$ cat config.mk
export PLATFORM = sky130hd
export DESIGN_NAME = sssel_top
export DESIGN_NICKNAME = d
export VERILOG_FILES = /design/src/sssel_pkg.sv /design/src/sssel_if.sv /design/src/sssel_mode_decode.sv /design/src/sssel_stop_decode.sv /design/src/sssel_top.sv
export SDC_FILE = /design/constraint.sdc
export NUM_CORES = 1
export LEC_CHECK = 0
export BUFFER_PORTS_ARGS = -buffer_cell sky130_fd_sc_hd__buf_2
export CAP_MARGIN = 20
export CORE_ASPECT_RATIO = 1.2
export CORE_MARGIN = 2
export CORE_UTILIZATION = 53
export CTS_CLUSTER_SIZE = 24
export DETAILED_ROUTE_END_ITERATION = 16
export PLACE_DENSITY = 0.8
export SETUP_SLACK_MARGIN = 0.3
export SLEW_MARGIN = 20
export SYNTH_ARGS = -nofsm -noshare
export SYNTH_HDL_FRONTEND = slang
export SYNTH_SLANG_ARGS = --single-unit
$ cat constraint.sdc
create_clock -name ref_clk -period 2.81 [get_ports ref_clk]
set_input_delay 0.1405 -clock ref_clk [delete_from_list [all_inputs] [get_ports ref_clk]]
set_output_delay 0.1405 -clock ref_clk [all_outputs]
set_load 0.01 [all_outputs]
$ cat src/sssel_pkg.sv
// What this block does
// - Power loss: 0-3 clear, 4-7 hold, bits pick coast
// - Power loss 8/9: emergency stop, then brake/coast
// - Servo disable uses same ten-value stop encoding
// - Settings 8/9 limit torque to emergency value
// - Fault 4-7: A if immediate-capable, else B
// - Fault stop clears deviation when alarm clears
// - Over-travel setting 2 limits deceleration torque
// - Over-travel setting adopted only after power-on
// - Control mode: 0-2 single, 3-5 pairs, 6 full-closed
// - Pair mode: switch on first, off second
// - Settings identified by class digit and index
// - Brake engages only on the four triggers
package sssel_pkg;

    // Register byte offsets
    localparam logic [7:0] SSSEL_OFS_PWR = 8'h00;
    localparam logic [7:0] SSSEL_OFS_SRV = 8'h04;
    localparam logic [7:0] SSSEL_OFS_FLT = 8'h08;
    localparam logic [7:0] SSSEL_OFS_OT = 8'h0C;
    localparam logic [7:0] SSSEL_OFS_TRQ = 8'h10;
    localparam logic [7:0] SSSEL_OFS_MODE = 8'h14;
    localparam logic [7:0] SSSEL_OFS_STAT = 8'h18;
    localparam logic [7:0] SSSEL_OFS_OTACT = 8'h1C;

    // Values after reset
    localparam logic [3:0] SSSEL_RST_SEL = 4'h0;
    localparam logic [2:0] SSSEL_RST_MODE = 3'h0;
    localparam logic [15:0] SSSEL_RST_TRQ = 16'h0000;

    // Status register field positions
    localparam int unsigned SSSEL_ST_CAUSE = 0;
    localparam int unsigned SSSEL_ST_ACT = 3;
    localparam int unsigned SSSEL_ST_STILL = 5;
    localparam int unsigned SSSEL_ST_MODE = 6;
    localparam int unsigned SSSEL_ST_FLT = 8;
    localparam int unsigned SSSEL_ST_ID = 16;

    // Stop setting codes with special meaning
    localparam logic [3:0] SSSEL_SEL_ESTOP_BRAKE = 4'h8;
    localparam logic [3:0] SSSEL_SEL_ESTOP_COAST = 4'h9;
    localparam logic [3:0] SSSEL_SEL_OT_ESTOP = 4'h2;

    // Setting identities as class digit and two-digit index
    localparam logic [3:0] SSSEL_CLS_BASIC = 4'h0;
    localparam logic [3:0] SSSEL_CLS_ENH = 4'h5;
    localparam logic [7:0] SSSEL_IDX_MODE = 8'h01;
    localparam logic [7:0] SSSEL_IDX_OT = 8'h05;
    localparam logic [7:0] SSSEL_IDX_SRV = 8'h06;
    localparam logic [7:0] SSSEL_IDX_PWR = 8'h07;
    localparam logic [7:0] SSSEL_IDX_FLT = 8'h10;

    typedef enum logic [1:0] {SSSEL_ACT_NONE, SSSEL_ACT_BRAKE, SSSEL_ACT_COAST, SSSEL_ACT_ESTOP}
        sssel_act_t;
    typedef enum logic [2:0] {SSSEL_C_NONE, SSSEL_C_FLT, SSSEL_C_PWR, SSSEL_C_OT, SSSEL_C_SRV}
        sssel_cause_t;
    typedef enum logic [1:0] {SSSEL_M_POS, SSSEL_M_VEL, SSSEL_M_TRQ, SSSEL_M_FULL} sssel_mode_t;
    typedef enum logic [1:0] {SSSEL_S_IDLE, SSSEL_S_DECEL, SSSEL_S_STILL} sssel_state_t;

    // Packs a class digit and index into one identity word
    function automatic logic [11:0] sssel_setting_id(input logic [3:0] cls,
                                                     input logic [7:0] idx);
        sssel_setting_id = {cls, idx};
    endfunction

endpackage

$ cat src/sssel_if.sv
`timescale 1ns/100ps
`default_nettype none
// Carries the chosen setting to the decoders and their verdicts back
interface sssel_if;
    import sssel_pkg::*;
    logic [3:0] setting;
    sssel_cause_t cause;
    logic fault_immediate;
    logic standstill;
    sssel_act_t act;
    logic clear_dev;
    logic [2:0] mode_sel;
    logic mode_switch;
    sssel_mode_t mode_eff;

    modport top (output setting, cause, fault_immediate, standstill, mode_sel, mode_switch,
                 input act, clear_dev, mode_eff);
    modport stop (input setting, cause, fault_immediate, standstill, output act, clear_dev);
    modport mode (input mode_sel, mode_switch, output mode_eff);
endinterface
`default_nettype wire

$ cat src/sssel_mode_decode.sv
`timescale 1ns/100ps
`default_nettype none
module sssel_mode_decode
    import sssel_pkg::*;
(
    sssel_if.mode bus
);
    // Single modes map directly, pairs follow the switch input
    always_comb begin
        case (bus.mode_sel)
            3'h0: bus.mode_eff = SSSEL_M_POS;
            3'h1: bus.mode_eff = SSSEL_M_VEL;
            3'h2: bus.mode_eff = SSSEL_M_TRQ;
            3'h3: bus.mode_eff = bus.mode_switch ? SSSEL_M_POS : SSSEL_M_VEL;
            3'h4: bus.mode_eff = bus.mode_switch ? SSSEL_M_POS : SSSEL_M_TRQ;
            3'h5: bus.mode_eff = bus.mode_switch ? SSSEL_M_VEL : SSSEL_M_TRQ;
            3'h6: bus.mode_eff = SSSEL_M_FULL;
            default: bus.mode_eff = SSSEL_M_POS;
        endcase
    end
endmodule // sssel_mode_decode
`default_nettype wire

$ cat src/sssel_stop_decode.sv
`timescale 1ns/100ps
`default_nettype none
module sssel_stop_decode
    import sssel_pkg::*;
(
    sssel_if.stop bus
);
    // Ten-value table: brake or coast per phase, or emergency stop
    function automatic sssel_act_t phase_act(input logic [3:0] sel, input logic still);
        if (sel == SSSEL_SEL_ESTOP_BRAKE || sel == SSSEL_SEL_ESTOP_COAST) begin
            phase_act = still ? (sel[0] ? SSSEL_ACT_COAST : SSSEL_ACT_BRAKE) : SSSEL_ACT_ESTOP;
        end else if (sel > SSSEL_SEL_ESTOP_COAST) begin
            phase_act = SSSEL_ACT_BRAKE;
        end else begin
            phase_act = (still ? sel[1] : sel[0]) ? SSSEL_ACT_COAST : SSSEL_ACT_BRAKE;
        end
    endfunction

    // Action and counter verdict for the winning trigger
    always_comb begin
        bus.act = SSSEL_ACT_NONE;
        bus.clear_dev = 1'b0;
        case (bus.cause)
            SSSEL_C_PWR, SSSEL_C_SRV: begin
                bus.act = phase_act(bus.setting, bus.standstill);
                bus.clear_dev = (bus.setting < 4'h4) || (bus.setting == SSSEL_SEL_ESTOP_BRAKE)
                    || (bus.setting == SSSEL_SEL_ESTOP_COAST);
            end
            SSSEL_C_FLT: begin
                if (bus.setting[3:2] == 2'b01 && bus.fault_immediate) begin
                    // Behaviour A: torque-limited stop, then bit 1 picks rest state
                    bus.act = bus.standstill ? (bus.setting[1] ? SSSEL_ACT_COAST : SSSEL_ACT_BRAKE)
                        : SSSEL_ACT_ESTOP;
                end else begin
                    bus.act = phase_act({2'b00, bus.setting[1:0]}, bus.standstill);
                end
            end
            SSSEL_C_OT: begin
                if (bus.standstill) begin
                    bus.act = SSSEL_ACT_NONE;
                end else if (bus.setting == SSSEL_SEL_OT_ESTOP) begin
                    bus.act = SSSEL_ACT_ESTOP;
                end else begin
                    bus.act = bus.setting[0] ? SSSEL_ACT_COAST : SSSEL_ACT_BRAKE;
                end
            end
            default: begin
                bus.act = SSSEL_ACT_NONE;
            end
        endcase
    end
endmodule // sssel_stop_decode
`default_nettype wire

$ cat src/sssel_top.sv
`timescale 1ns/100ps
`default_nettype none
module sssel_top
    import sssel_pkg::*;
#(
    parameter int unsigned TORQUE_W = 16
) (
    input wire logic ref_clk,
    input wire logic rst_n,
    input wire logic ce,
    input wire logic [7:0] wb_adr_i,
    input wire logic [31:0] wb_dat_i,
    output logic [31:0] wb_dat_o,
    input wire logic wb_we_i,
    input wire logic [3:0] wb_sel_i,
    input wire logic wb_cyc_i,
    input wire logic wb_stb_i,
    output logic wb_ack_o,
    input wire logic main_power_ok,
    input wire logic servo_enable_input,
    input wire logic positive_travel_inhibit,
    input wire logic negative_travel_inhibit,
    input wire logic mode_switch_input,
    input wire logic protective_fault,
    input wire logic fault_immediate_capable,
    input wire logic alarm_clear,
    input wire logic motor_standstill,
    output logic short_circuit_brake,
    output logic coast_enable,
    output logic emergency_stop_active,
    output logic torque_limit_enable,
    output logic [TORQUE_W-1:0] torque_limit_value,
    output logic deviation_clear,
    output logic deviation_hold,
    output logic stop_active,
    output logic [1:0] control_mode
);
    sssel_if dec ();

    // Pin synchronisers: power, enable, two inhibits, mode switch
    logic [4:0] pin_meta_reg;
    logic [4:0] pin_sync_reg;
    logic pwr_ok;
    logic srv_en;
    logic ot_hit;
    logic mode_sw;

    // Software settings
    logic [3:0] pwr_sel_reg;
    logic [3:0] srv_sel_reg;
    logic [3:0] flt_sel_reg;
    logic [3:0] ot_pending_reg = SSSEL_RST_SEL;
    logic [3:0] ot_active_reg;
    logic [TORQUE_W-1:0] trq_reg;
    logic [2:0] mode_sel_reg;

    // Block state
    logic fault_latched_reg;
    sssel_state_t state_reg;
    sssel_state_t state_next;
    sssel_cause_t cause;
    sssel_cause_t cause_reg;
    sssel_act_t act_reg;
    logic [11:0] id_reg;
    logic [11:0] id_next;
    logic alarm_release;

    // Bus decode
    logic bus_req;
    logic bus_wr;
    logic [31:0] rd_next;
    logic [31:0] stat_word;

    // Byte-lane merge of a write into a register's old value
    function automatic logic [31:0] lane_merge(input logic [31:0] old_val,
                                               input logic [31:0] new_val,
                                               input logic [3:0] sel);
        for (int i = 0; i < 4; i++) begin
            lane_merge[i*8 +: 8] = sel[i] ? new_val[i*8 +: 8] : old_val[i*8 +: 8];
        end
    endfunction

    // Two flip-flops before logic reads the power, enable, inhibit or mode switch pins
    always_ff @(posedge ref_clk) begin
        if (!rst_n) begin
            pin_meta_reg <= 5'h00;
            pin_sync_reg <= 5'h00;
        end else if (ce) begin
            pin_meta_reg <= {mode_switch_input, negative_travel_inhibit,
                             positive_travel_inhibit, servo_enable_input, main_power_ok};
            pin_sync_reg <= pin_meta_reg;
        end
    end

    assign pwr_ok = pin_sync_reg[0];
    assign srv_en = pin_sync_reg[1];
    assign ot_hit = pin_sync_reg[2] | pin_sync_reg[3];
    assign mode_sw = pin_sync_reg[4];

    // Classic Wishbone: one registered ack per request
    assign bus_req = wb_cyc_i & wb_stb_i & ~wb_ack_o;
    // Write lands on the edge where the master sees ack high
    assign bus_wr = wb_cyc_i & wb_stb_i & wb_we_i & wb_ack_o;

    always_ff @(posedge ref_clk) begin
        if (!rst_n) begin
            wb_ack_o <= 1'b0;
        end else if (ce) begin
            wb_ack_o <= bus_req;
        end
    end

    // Writable settings, byte lanes honoured
    always_ff @(posedge ref_clk) begin
        if (!rst_n) begin
            pwr_sel_reg <= SSSEL_RST_SEL;
            srv_sel_reg <= SSSEL_RST_SEL;
            flt_sel_reg <= SSSEL_RST_SEL;
            trq_reg <= TORQUE_W'(SSSEL_RST_TRQ);
            mode_sel_reg <= SSSEL_RST_MODE;
        end else if (ce && bus_wr) begin
            case (wb_adr_i)
                SSSEL_OFS_PWR: pwr_sel_reg <= 4'(lane_merge(32'(pwr_sel_reg), wb_dat_i, wb_sel_i));
                SSSEL_OFS_SRV: srv_sel_reg <= 4'(lane_merge(32'(srv_sel_reg), wb_dat_i, wb_sel_i));
                SSSEL_OFS_FLT: flt_sel_reg <= 4'(lane_merge(32'(flt_sel_reg), wb_dat_i, wb_sel_i));
                SSSEL_OFS_TRQ: trq_reg <= TORQUE_W'(lane_merge(32'(trq_reg), wb_dat_i, wb_sel_i));
                SSSEL_OFS_MODE: mode_sel_reg <= 3'(lane_merge(32'(mode_sel_reg), wb_dat_i,
                                                              wb_sel_i));
                default: ;
            endcase
        end
    end

    // Stored over-travel value survives the control reset like a saved parameter
    always_ff @(posedge ref_clk) begin
        if (ce && bus_wr && wb_adr_i == SSSEL_OFS_OT) begin
            ot_pending_reg <= 4'(lane_merge(32'(ot_pending_reg), wb_dat_i, wb_sel_i));
        end
    end

    // Working copy taken only while control power comes up
    always_ff @(posedge ref_clk) begin
        if (!rst_n) begin
            ot_active_reg <= ot_pending_reg;
        end
    end

    // Fault stays latched until the alarm is cleared with the fault gone
    assign alarm_release = fault_latched_reg & alarm_clear & ~protective_fault;

    always_ff @(posedge ref_clk) begin
        if (!rst_n) begin
            fault_latched_reg <= 1'b0;
        end else if (ce) begin
            if (protective_fault) begin
                fault_latched_reg <= 1'b1;
            end else if (alarm_release) begin
                fault_latched_reg <= 1'b0;
            end
        end
    end

    // Winning trigger and the setting that governs it
    always_comb begin
        cause = SSSEL_C_NONE;
        dec.setting = SSSEL_RST_SEL;
        id_next = 12'h000;
        if (fault_latched_reg) begin
            cause = SSSEL_C_FLT;
            dec.setting = flt_sel_reg;
            id_next = sssel_setting_id(SSSEL_CLS_ENH, SSSEL_IDX_FLT);
        end else if (!pwr_ok) begin
            cause = SSSEL_C_PWR;
            dec.setting = pwr_sel_reg;
            id_next = sssel_setting_id(SSSEL_CLS_ENH, SSSEL_IDX_PWR);
        end else if (ot_hit) begin
            cause = SSSEL_C_OT;
            dec.setting = ot_active_reg;
            id_next = sssel_setting_id(SSSEL_CLS_ENH, SSSEL_IDX_OT);
        end else if (!srv_en) begin
            cause = SSSEL_C_SRV;
            dec.setting = srv_sel_reg;
            id_next = sssel_setting_id(SSSEL_CLS_ENH, SSSEL_IDX_SRV);
        end
    end

    assign dec.cause = cause;
    assign dec.fault_immediate = fault_immediate_capable;
    assign dec.standstill = motor_standstill;
    assign dec.mode_sel = mode_sel_reg;
    assign dec.mode_switch = mode_sw;

    sssel_stop_decode u_stop (
        .bus(dec.stop)
    );

    sssel_mode_decode u_mode (
        .bus(dec.mode)
    );

    // Stop sequence: deceleration, then standstill
    always_comb begin
        case (state_reg)
            SSSEL_S_IDLE: state_next = (cause != SSSEL_C_NONE) ? SSSEL_S_DECEL : SSSEL_S_IDLE;
            SSSEL_S_DECEL: begin
                if (cause == SSSEL_C_NONE) begin
                    state_next = SSSEL_S_IDLE;
                end else begin
                    state_next = motor_standstill ? SSSEL_S_STILL : SSSEL_S_DECEL;
                end
            end
            SSSEL_S_STILL: state_next = (cause != SSSEL_C_NONE) ? SSSEL_S_STILL : SSSEL_S_IDLE;
            default: state_next = SSSEL_S_IDLE;
        endcase
    end

    always_ff @(posedge ref_clk) begin
        if (!rst_n) begin
            state_reg <= SSSEL_S_IDLE;
        end else if (ce) begin
            state_reg <= state_next;
        end
    end

    // Drive outputs from the decoded action
    always_ff @(posedge ref_clk) begin
        if (!rst_n) begin
            cause_reg <= SSSEL_C_NONE;
            act_reg <= SSSEL_ACT_NONE;
            id_reg <= 12'h000;
            short_circuit_brake <= 1'b0;
            coast_enable <= 1'b0;
            emergency_stop_active <= 1'b0;
            torque_limit_enable <= 1'b0;
            stop_active <= 1'b0;
        end else if (ce) begin
            cause_reg <= cause;
            act_reg <= dec.act;
            id_reg <= id_next;
            short_circuit_brake <= (cause != SSSEL_C_NONE)
                && (dec.act == SSSEL_ACT_BRAKE);
            coast_enable <= dec.act == SSSEL_ACT_COAST;
            emergency_stop_active <= dec.act == SSSEL_ACT_ESTOP;
            torque_limit_enable <= dec.act == SSSEL_ACT_ESTOP;
            stop_active <= cause != SSSEL_C_NONE;
        end
    end

    // Emergency torque ceiling follows the setting
    always_ff @(posedge ref_clk) begin
        if (!rst_n) begin
            torque_limit_value <= TORQUE_W'(SSSEL_RST_TRQ);
        end else if (ce) begin
            torque_limit_value <= trq_reg;
        end
    end

    // Deviation counter: clear or hold per setting, fault clears at alarm release
    always_ff @(posedge ref_clk) begin
        if (!rst_n) begin
            deviation_clear <= 1'b0;
            deviation_hold <= 1'b0;
        end else if (ce) begin
            if (cause == SSSEL_C_FLT) begin
                deviation_clear <= alarm_release;
                deviation_hold <= ~alarm_release;
            end else begin
                deviation_clear <= (cause != SSSEL_C_NONE) && dec.clear_dev;
                deviation_hold <= (cause != SSSEL_C_NONE) && !dec.clear_dev;
            end
        end
    end

    // Effective control mode
    always_ff @(posedge ref_clk) begin
        if (!rst_n) begin
            control_mode <= 2'(SSSEL_M_POS);
        end else if (ce) begin
            control_mode <= 2'(dec.mode_eff);
        end
    end

    // Status word
    always_comb begin
        stat_word = 32'h0000_0000;
        stat_word[SSSEL_ST_CAUSE +: 3] = 3'(cause_reg);
        stat_word[SSSEL_ST_ACT +: 2] = 2'(act_reg);
        stat_word[SSSEL_ST_STILL] = state_reg == SSSEL_S_STILL;
        stat_word[SSSEL_ST_MODE +: 2] = control_mode;
        stat_word[SSSEL_ST_FLT] = fault_latched_reg;
        stat_word[SSSEL_ST_ID +: 12] = id_reg;
    end

    // Read mux; unmapped offsets read zero
    always_comb begin
        case (wb_adr_i)
            SSSEL_OFS_PWR: rd_next = 32'(pwr_sel_reg);
            SSSEL_OFS_SRV: rd_next = 32'(srv_sel_reg);
            SSSEL_OFS_FLT: rd_next = 32'(flt_sel_reg);
            SSSEL_OFS_OT: rd_next = 32'(ot_pending_reg);
            SSSEL_OFS_TRQ: rd_next = 32'(trq_reg);
            SSSEL_OFS_MODE: rd_next = 32'(mode_sel_reg);
            SSSEL_OFS_STAT: rd_next = stat_word;
            SSSEL_OFS_OTACT: rd_next = 32'(ot_active_reg);
            default: rd_next = 32'h0000_0000;
        endcase
    end

    always_ff @(posedge ref_clk) begin
        if (!rst_n) begin
            wb_dat_o <= 32'h0000_0000;
        end else if (ce && bus_req) begin
            wb_dat_o <= rd_next;
        end
    end

    // Checks on the stop outputs against their causes, the over-travel working copy, pair mode and fault priority
    AST_BRAKE_NEEDS_TRIGGER: assert property (@(posedge ref_clk) disable iff (!rst_n)
        ce && cause == SSSEL_C_NONE |=> !short_circuit_brake && !stop_active)
        else $error("brake engaged with no stop trigger");

    AST_PWR_ESTOP: assert property (@(posedge ref_clk) disable iff (!rst_n)
        ce && cause == SSSEL_C_PWR && pwr_sel_reg == 4'h8 && !motor_standstill
        |=> emergency_stop_active && torque_limit_enable && deviation_clear)
        else $error("power loss setting 8 did not start emergency stop");

    AST_PWR_HOLD: assert property (@(posedge ref_clk) disable iff (!rst_n)
        ce && cause == SSSEL_C_PWR && pwr_sel_reg inside {[4'h4:4'h7]}
        |=> deviation_hold && !deviation_clear)
        else $error("power loss setting 4-7 did not hold deviation");

    AST_SRV_COAST: assert property (@(posedge ref_clk) disable iff (!rst_n)
        ce && cause == SSSEL_C_SRV && srv_sel_reg == 4'h1 && !motor_standstill
        |=> coast_enable && !short_circuit_brake)
        else $error("servo disable setting 1 did not coast while decelerating");

    AST_ESTOP_TORQUE: assert property (@(posedge ref_clk) disable iff (!rst_n)
        ce && emergency_stop_active
        |-> torque_limit_enable && torque_limit_value == $past(trq_reg))
        else $error("emergency stop without its torque ceiling");

    AST_FAULT_A: assert property (@(posedge ref_clk) disable iff (!rst_n)
        ce && cause == SSSEL_C_FLT && flt_sel_reg inside {[4'h4:4'h7]}
        && fault_immediate_capable && !motor_standstill |=> emergency_stop_active)
        else $error("immediate-capable fault did not stop at once");

    AST_ALARM_CLEAR: assert property (@(posedge ref_clk) disable iff (!rst_n)
        ce && fault_latched_reg && alarm_clear && !protective_fault
        |=> deviation_clear ##1 (!ce || !fault_latched_reg))
        else $error("alarm clear did not clear the deviation counter");

    AST_OT_TORQUE: assert property (@(posedge ref_clk) disable iff (!rst_n)
        ce && cause == SSSEL_C_OT && ot_active_reg == 4'h2 && !motor_standstill
        |=> torque_limit_enable)
        else $error("over-travel setting 2 did not limit torque");

    AST_OT_FROZEN: assert property (@(posedge ref_clk) disable iff (!rst_n)
        rst_n |=> $stable(ot_active_reg))
        else $error("over-travel setting changed within a session");

    AST_MODE_PAIR: assert property (@(posedge ref_clk) disable iff (!rst_n)
        ce && mode_sel_reg == 3'h4 |=> control_mode == ($past(mode_sw) ? 2'(SSSEL_M_POS)
                                                        : 2'(SSSEL_M_TRQ)))
        else $error("position/torque pair ignored the mode switch");

    AST_FAULT_FIRST: assert property (@(posedge ref_clk) disable iff (!rst_n)
        ce && fault_latched_reg |=> cause_reg == SSSEL_C_FLT
        && id_reg == sssel_setting_id(SSSEL_CLS_ENH, SSSEL_IDX_FLT))
        else $error("fault did not take priority");

endmodule // sssel_top
`default_nettype wire
Yosys cells after proc, flatten, opt, wreduce, memory -nomap -nowiden --
Cells that the tools add are included.
Word-level totals: flip-flop bits (word level) 126, input bits 59, word-level logic and storage cells 129
Cells by class: order comparisons 3, equal/unequal tests 26, multiplexer cells 40, bitwise logic cells 10, reductions and logical operators 25
Operators with widths (count):
- $pmux W28 S8 | 1
- $mux W11 | 4
- $eq A8 B5 Y1 const B | 4
- $mux W2 | 16
- $reduce_and A3 Y1 | 6
- $eq A8 B4 Y1 const B | 2
- $mux W4 | 4
- $eq A3 B2 Y1 const B | 4
- $eq A3 B3 Y1 const B | 4
- $mux W3 | 4
- $pmux W2 S3 | 2
- $pmux W2 S6 | 1
- $eq A4 B4 Y1 const B | 2
- $eq A8 B3 Y1 const B | 1
- $logic_not A8 Y1 | 1
- $mux W1 | 8
- $logic_and A1 B1 Y1 | 7
- $and A1 B1 Y1 | 6
- $eq A2 B1 Y1 const B | 3
- $eq A2 B2 Y1 const B | 3
- $eq A3 B1 Y1 const B | 2
- $eq A4 B2 Y1 const B | 1
- $gt A2 B4 Y1 const B | 1
- $gt A4 B4 Y1 const B | 1
- other kinds (11) | 16

Depth between registers and ports, before layout --
word-level depth 11, depth in mapped cells 9, depth with buffers taken out 7

Hierarchy --
Synthesis repeated with hierarchy kept, for this count alone.
Unflattened totals: cells, all modules 498, area, all modules 4815.9 sq um
Modules (own cells, without submodules):
- sssel_top | times used 1, cells each 467, area each 4593.2 sq um
- sssel_stop_decode | times used 1, cells each 26, area each 188.9 sq um
- sssel_mode_decode | times used 1, cells each 5, area each 33.8 sq um

Least setup slack after synthesis --
OpenSTA, ideal clock, no wires.
path type flip-flop to flip-flop, start point reg pin_sync_reg[2], end point reg coast_enable, setup time 0.117 ns, arrival 2.001 ns, required time 2.693 ns, slack 0.692 ns, stages on the path, launching flop included 8, buffers on the path 0, period minus slack after synthesis 2.118 ns, cell sequence dfxtp_1 or4b_1 a311oi_1 a21o_2 nor4bb_2 o41ai_2 a21oi_2 a22o_1
Between the ends: word-level cells in the longest chain between the ends 10, elaborated cells on any way between the ends 34, those cells by class 2 x order compare; 9 x eq/ne; 19 x mux; 1 x bitwise; 3 x reduce/logical
Ends and longest elaborated chain:
- start: declaration | RTL line sssel_top.sv:42 | logic [4:0] pin_sync_reg;
- start signal: assignment | RTL line sssel_top.sv:91 | pin_sync_reg <= pin_meta_reg;
- $or A1 B1 Y1 * | RTL line sssel_top.sv:97 | assign ot_hit = pin_sync_reg[2] | pin_sync_reg[3];
- branches (longest 7 deep; another with $gt A2 B4 Y1)
- $pmux W2 S3 * | RTL line sssel_stop_decode.sv:23 | case (bus.cause)
- $eq A2 B2 Y1 * | RTL line sssel_top.sv:242 | coast_enable <= dec.act == SSSEL_ACT_COAST;
- end signal: assignment | RTL line sssel_top.sv:232 | coast_enable <= 1'b0;
- end signal: assignment | RTL line sssel_top.sv:242
- end: declaration | RTL line sssel_top.sv:29 | output logic coast_enable,
Mark *: on every way between the ends. A chain may end at the register's enable or synchronous reset.

Final worst setup path --
start point reg pin_sync_reg[2], end point reg torque_limit_enable
Between the ends: word-level cells in the longest chain between the ends 10, elaborated cells on any way between the ends 34, those cells by class 2 x order compare; 9 x eq/ne; 19 x mux; 1 x bitwise; 3 x reduce/logical
Ends and longest elaborated chain:
- $or A1 B1 Y1 * | RTL line sssel_top.sv:97
- branches (longest 7 deep; another with $gt A2 B4 Y1)
- $pmux W2 S3 * | RTL line sssel_stop_decode.sv:23
- $eq A2 B2 Y1 * | RTL line sssel_top.sv:244 | torque_limit_enable <= dec.act == SSSEL_ACT_ESTOP;
- end signal: assignment | RTL line sssel_top.sv:234 | torque_limit_enable <= 1'b0;
- end signal: assignment | RTL line sssel_top.sv:244
- end: declaration | RTL line sssel_top.sv:31 | output logic torque_limit_enable,
Marked as above.

==> impl_metrics.py <==
metrics = {
    "outcome": {
        "outcome": "complete, no violations",
    },
    "critical_path": {
        "critPathSlowestCell": "or4b_1",
        "reg2reg_slack_ns": 0.42,
        "end_kind": "flip-flop",
        "worstRegToRegCells": 7,
        "r2r-end": "torque_limit_enable",
        "slowest_delay_ns": 0.53,
        "timing.rr.start": "pin_sync_reg[2]",
        "cp_cell_sequence": "or4b_1 -> a311oi_1 -> a21o_2 -> o31ai_1 -> a211oi_1 -> a21oi_2 -> a22o_1",
        "path_class": "flip-flop to flip-flop",
        "cp.required_ns": 3.09,
        "critPathMaxFanout": 8,
        "cp.arrival_ns": 2.66,
        "cp-startpoint": "pin_sync_reg[2]",
        "setup.worst_path.start_class": "flip-flop",
    },
    "timing": {
        "tns_ns": 0,
        "slew_violations": 0,
        "min_period_over_period_pct": 84.89,
        "relSlewSlack_pct": 45.29,
        "rsz0062_at_grt": "false",
        "clock_skew_ns": 0.01621,
        "setup_viol": 0,
        "hold_viol": 0,
        "worstMarginPinSlew_ns": 0.8131,
        "fmax_mhz": 419.2,
        "post-route-min-period_ns": 2.386,
    },
    "floorplan": {
        "die_y_um": 106.5,
        "boundaryPins": 117,
        "die_w_um": 89.45,
        "fp.dieArea_mm2": 0.009529,
        "start_util_pct": 54.21,
        "coreArea_mm2": 0.008564,
        "rows": 37,
    },
    "clock_network": {
        "cts_tree": "built",
        "clk_pin_slew_ns": 0.10,
        "clockBufferDepth": 2,
        "worst_skew_pair.late_latency_ns": 0.38,
        "cts-root-buf": "clkbuf_8",
        "clock-sinks": 107,
        "numCtsBuffers": 9,
        "htree_levels": 3,
    },
    "drt": {
        "drt-initial-drc-count": 287,
        "wl_per_cell_um": 15.84,
        "remaining_drc_errors": 0,
        "wl_um": 11450,
        "ant_nets": 0,
        "drt_pass1_iterations": 5,
        "vias_per_cell": 5.682,
        "vias": 4108,
    },
    "grt": {
        "grt_pass1_wl_um": 18560,
        "grt_use_total_pct": 24.98,
        "overflow": 0,
        "grt_max_degree": 56,
        "grt_antenna_before_repair": 0,
        "grt_pass1_vias": 3880,
    },
    "synthesis": {
        "yosys.area.top_type": "dfxtp_1",
        "ys_top_cells_by_area": "dfxtp_1, mux2i_1, nor2_1, edfxtp_1, nand2_1",
        "synth_cells": 521,
        "ys_types": 59,
        "synthTopCellsByCount": "dfxtp_1, nor2_1, nand2_1, a21oi_1, mux2i_1",
        "synth_ff_type": "dfxtp_1",
        "synth_seq_cells": 107,
        "async_flop_share_pct": 0,
        "yosysMostFrequentCell": "dfxtp_1",
        "syn-cell-area_mm2": 0.004643,
        "post_synth.cell_area_avg_um2": 8.912,
        "synth_top_area_share_pct": 42.68,
        "synth_edf_count": 8,
        "yosysSeqAreaShare_pct": 47.86,
        "yosysWarnings": 0,
    },
    "hold_path": {
        "whs_endpoint": "pin_meta_reg[0]",
        "worstHoldPathType": "primary input to flip-flop",
        "hp-start": "main_power_ok",
        "min_path_cells": 3,
    },
    "pwr": {
        "p_per_area_mw_per_mm2": 495.6,
        "clockPowerShare_pct": 32.9,
        "vdd_drop_max_v": 0.0003532,
        "switching_power_uw": 688.8,
        "p_leak_nw": 2.228,
        "pwr-share-comb_pct": 7.9,
        "intPower_mw": 1.978,
        "p_seq_share_pct": 59.2,
        "switching_share_pct": 25.83,
    },
    "cells_and_area": {
        "syn_to_final_growth_pct": 15.90,
        "num-nets-final": 661,
        "fill_cells": 719,
        "diodes": 0,
        "drive_gt1_share_pct": 21.45,
        "post-route-util_pct": 62.83,
        "stdcell_count": 723,
        "largest_register_ffs": 21,
    },
    "run": {
        "maxCapViolations": 0,
    },
    "place": {
        "gp_congestion": 0.9349,
        "dp_hpwl_um": 8393,
        "post-place-cells": 700,
        "io_buffers": 88,
    },
}
==> cell type report <==
cell class / instances / area, um^2 / area share (%)
clock buffer: 9 / 123.9 / 2.302
clock inverter: 6 / 60.06 / 1.116
inverter: 6 / 22.52 / 0.4185
multi-input combinational: 371 / 2203 / 40.94
sequential: 107 / 2222 / 41.29
tap: 117 / 146.4 / 2.720
timing repair buffer: 107 / 603.1 / 11.21
==> critical path: cells and delay by family (launching register included) <==
kind | cells | cell delay (ns)
simple gates | 1 | 0.53
compound gates | 6 | 1.39
flops | 1 | 0.38
==> layout by cell type, fill, tap and decap left out, types with 3 or more instances in the layout <==
master         count
a211oi_1           3
a21oi_1           43
a22o_1             8
a22oi_1           16
a311oi_1           3
a31oi_1            9
and2_1             4
buf_2             88
buf_4             11
clkbuf_8           9
clkinv_4           3
conb_1            10
dfxtp_1           99
dlygate4sd3_1      8
edfxtp_1           8
inv_1              5
mux2i_1           42
nand2_1           59
nand2b_1           6
nand3_1           23
nand3b_1           3
nor2_1            76
nor2b_1            5
nor3_1             5
nor4_1             4
o21ai_0            8
==> power groups by stage <==
stage               registers [mW]  clock network (mW)  logic [mW]
floorplan                     1.61                   0       0.140
global placement              1.61                   0       0.197
detailed placement            1.61                   0       0.202
CTS                           1.58               0.892       0.211
global route                  1.58               0.952       0.234
finish                        1.58               0.877       0.211
==> worst max-delay path by stage <==
stage,end,slack (ns)
final,torque_limit_enable,0.42
after global routing,coast_enable,0.33
after CTS,torque_limit_enable,0.39
after detailed placement,torque_limit_enable,0.40
after global placement,coast_enable,0.51
after floorplan,coast_enable,0.69
==> cells by family (layout without fill, tap and decap cells) <==
family / after synthesis / in the layout / share of synthesized area, %
and+or+nand+nor: 202 / 202 / 20.32
AOI/OAI and AO/OA: 115 / 115 / 16.79
DFF: 107 / 107 / 47.86
buffers and inverters: 52 / 128 / 5.416
muxes: 44 / 44 / 9.539
other: 1 / 10 / 0.08076
==> layer usage <==
metal / vias to the layer above / wire length [um] / global-route usage [%]
met5: - / 0 / 0
met4: 0 / 411 / 12.79
met3: 36 / 608 / 3.727
met2: 148 / 5613 / 39.89
met1: 1930 / 4818 / 32.28
li1: 1994 / - / -
==> what timing repair did <==
action,CTS,global route
endpoints found under the setup margin,0,3
gates resized for setup,0,1
buffers inserted,0,0
hold endpoints to repair,8,0
hold buffers,8,0
==> metrics by stage <==
step	setup WS [ns]	power, mW	hold slack (ns)	area (um^2)
2_1_floorplan	0.6922	1.750	0.2394	4677
3_3_place_gp	0.5128	1.809	0.3748	5117
3_5_place_dp	0.4043	1.814	0.3819	5117
4_1_cts	0.3869	2.680	0.0003586	5381
5_1_grt	0.3313	2.768	0.009359	5381
6_report	0.4245	2.667	0.008014	5381
Note: power is estimated with default switching activity, not from simulation.
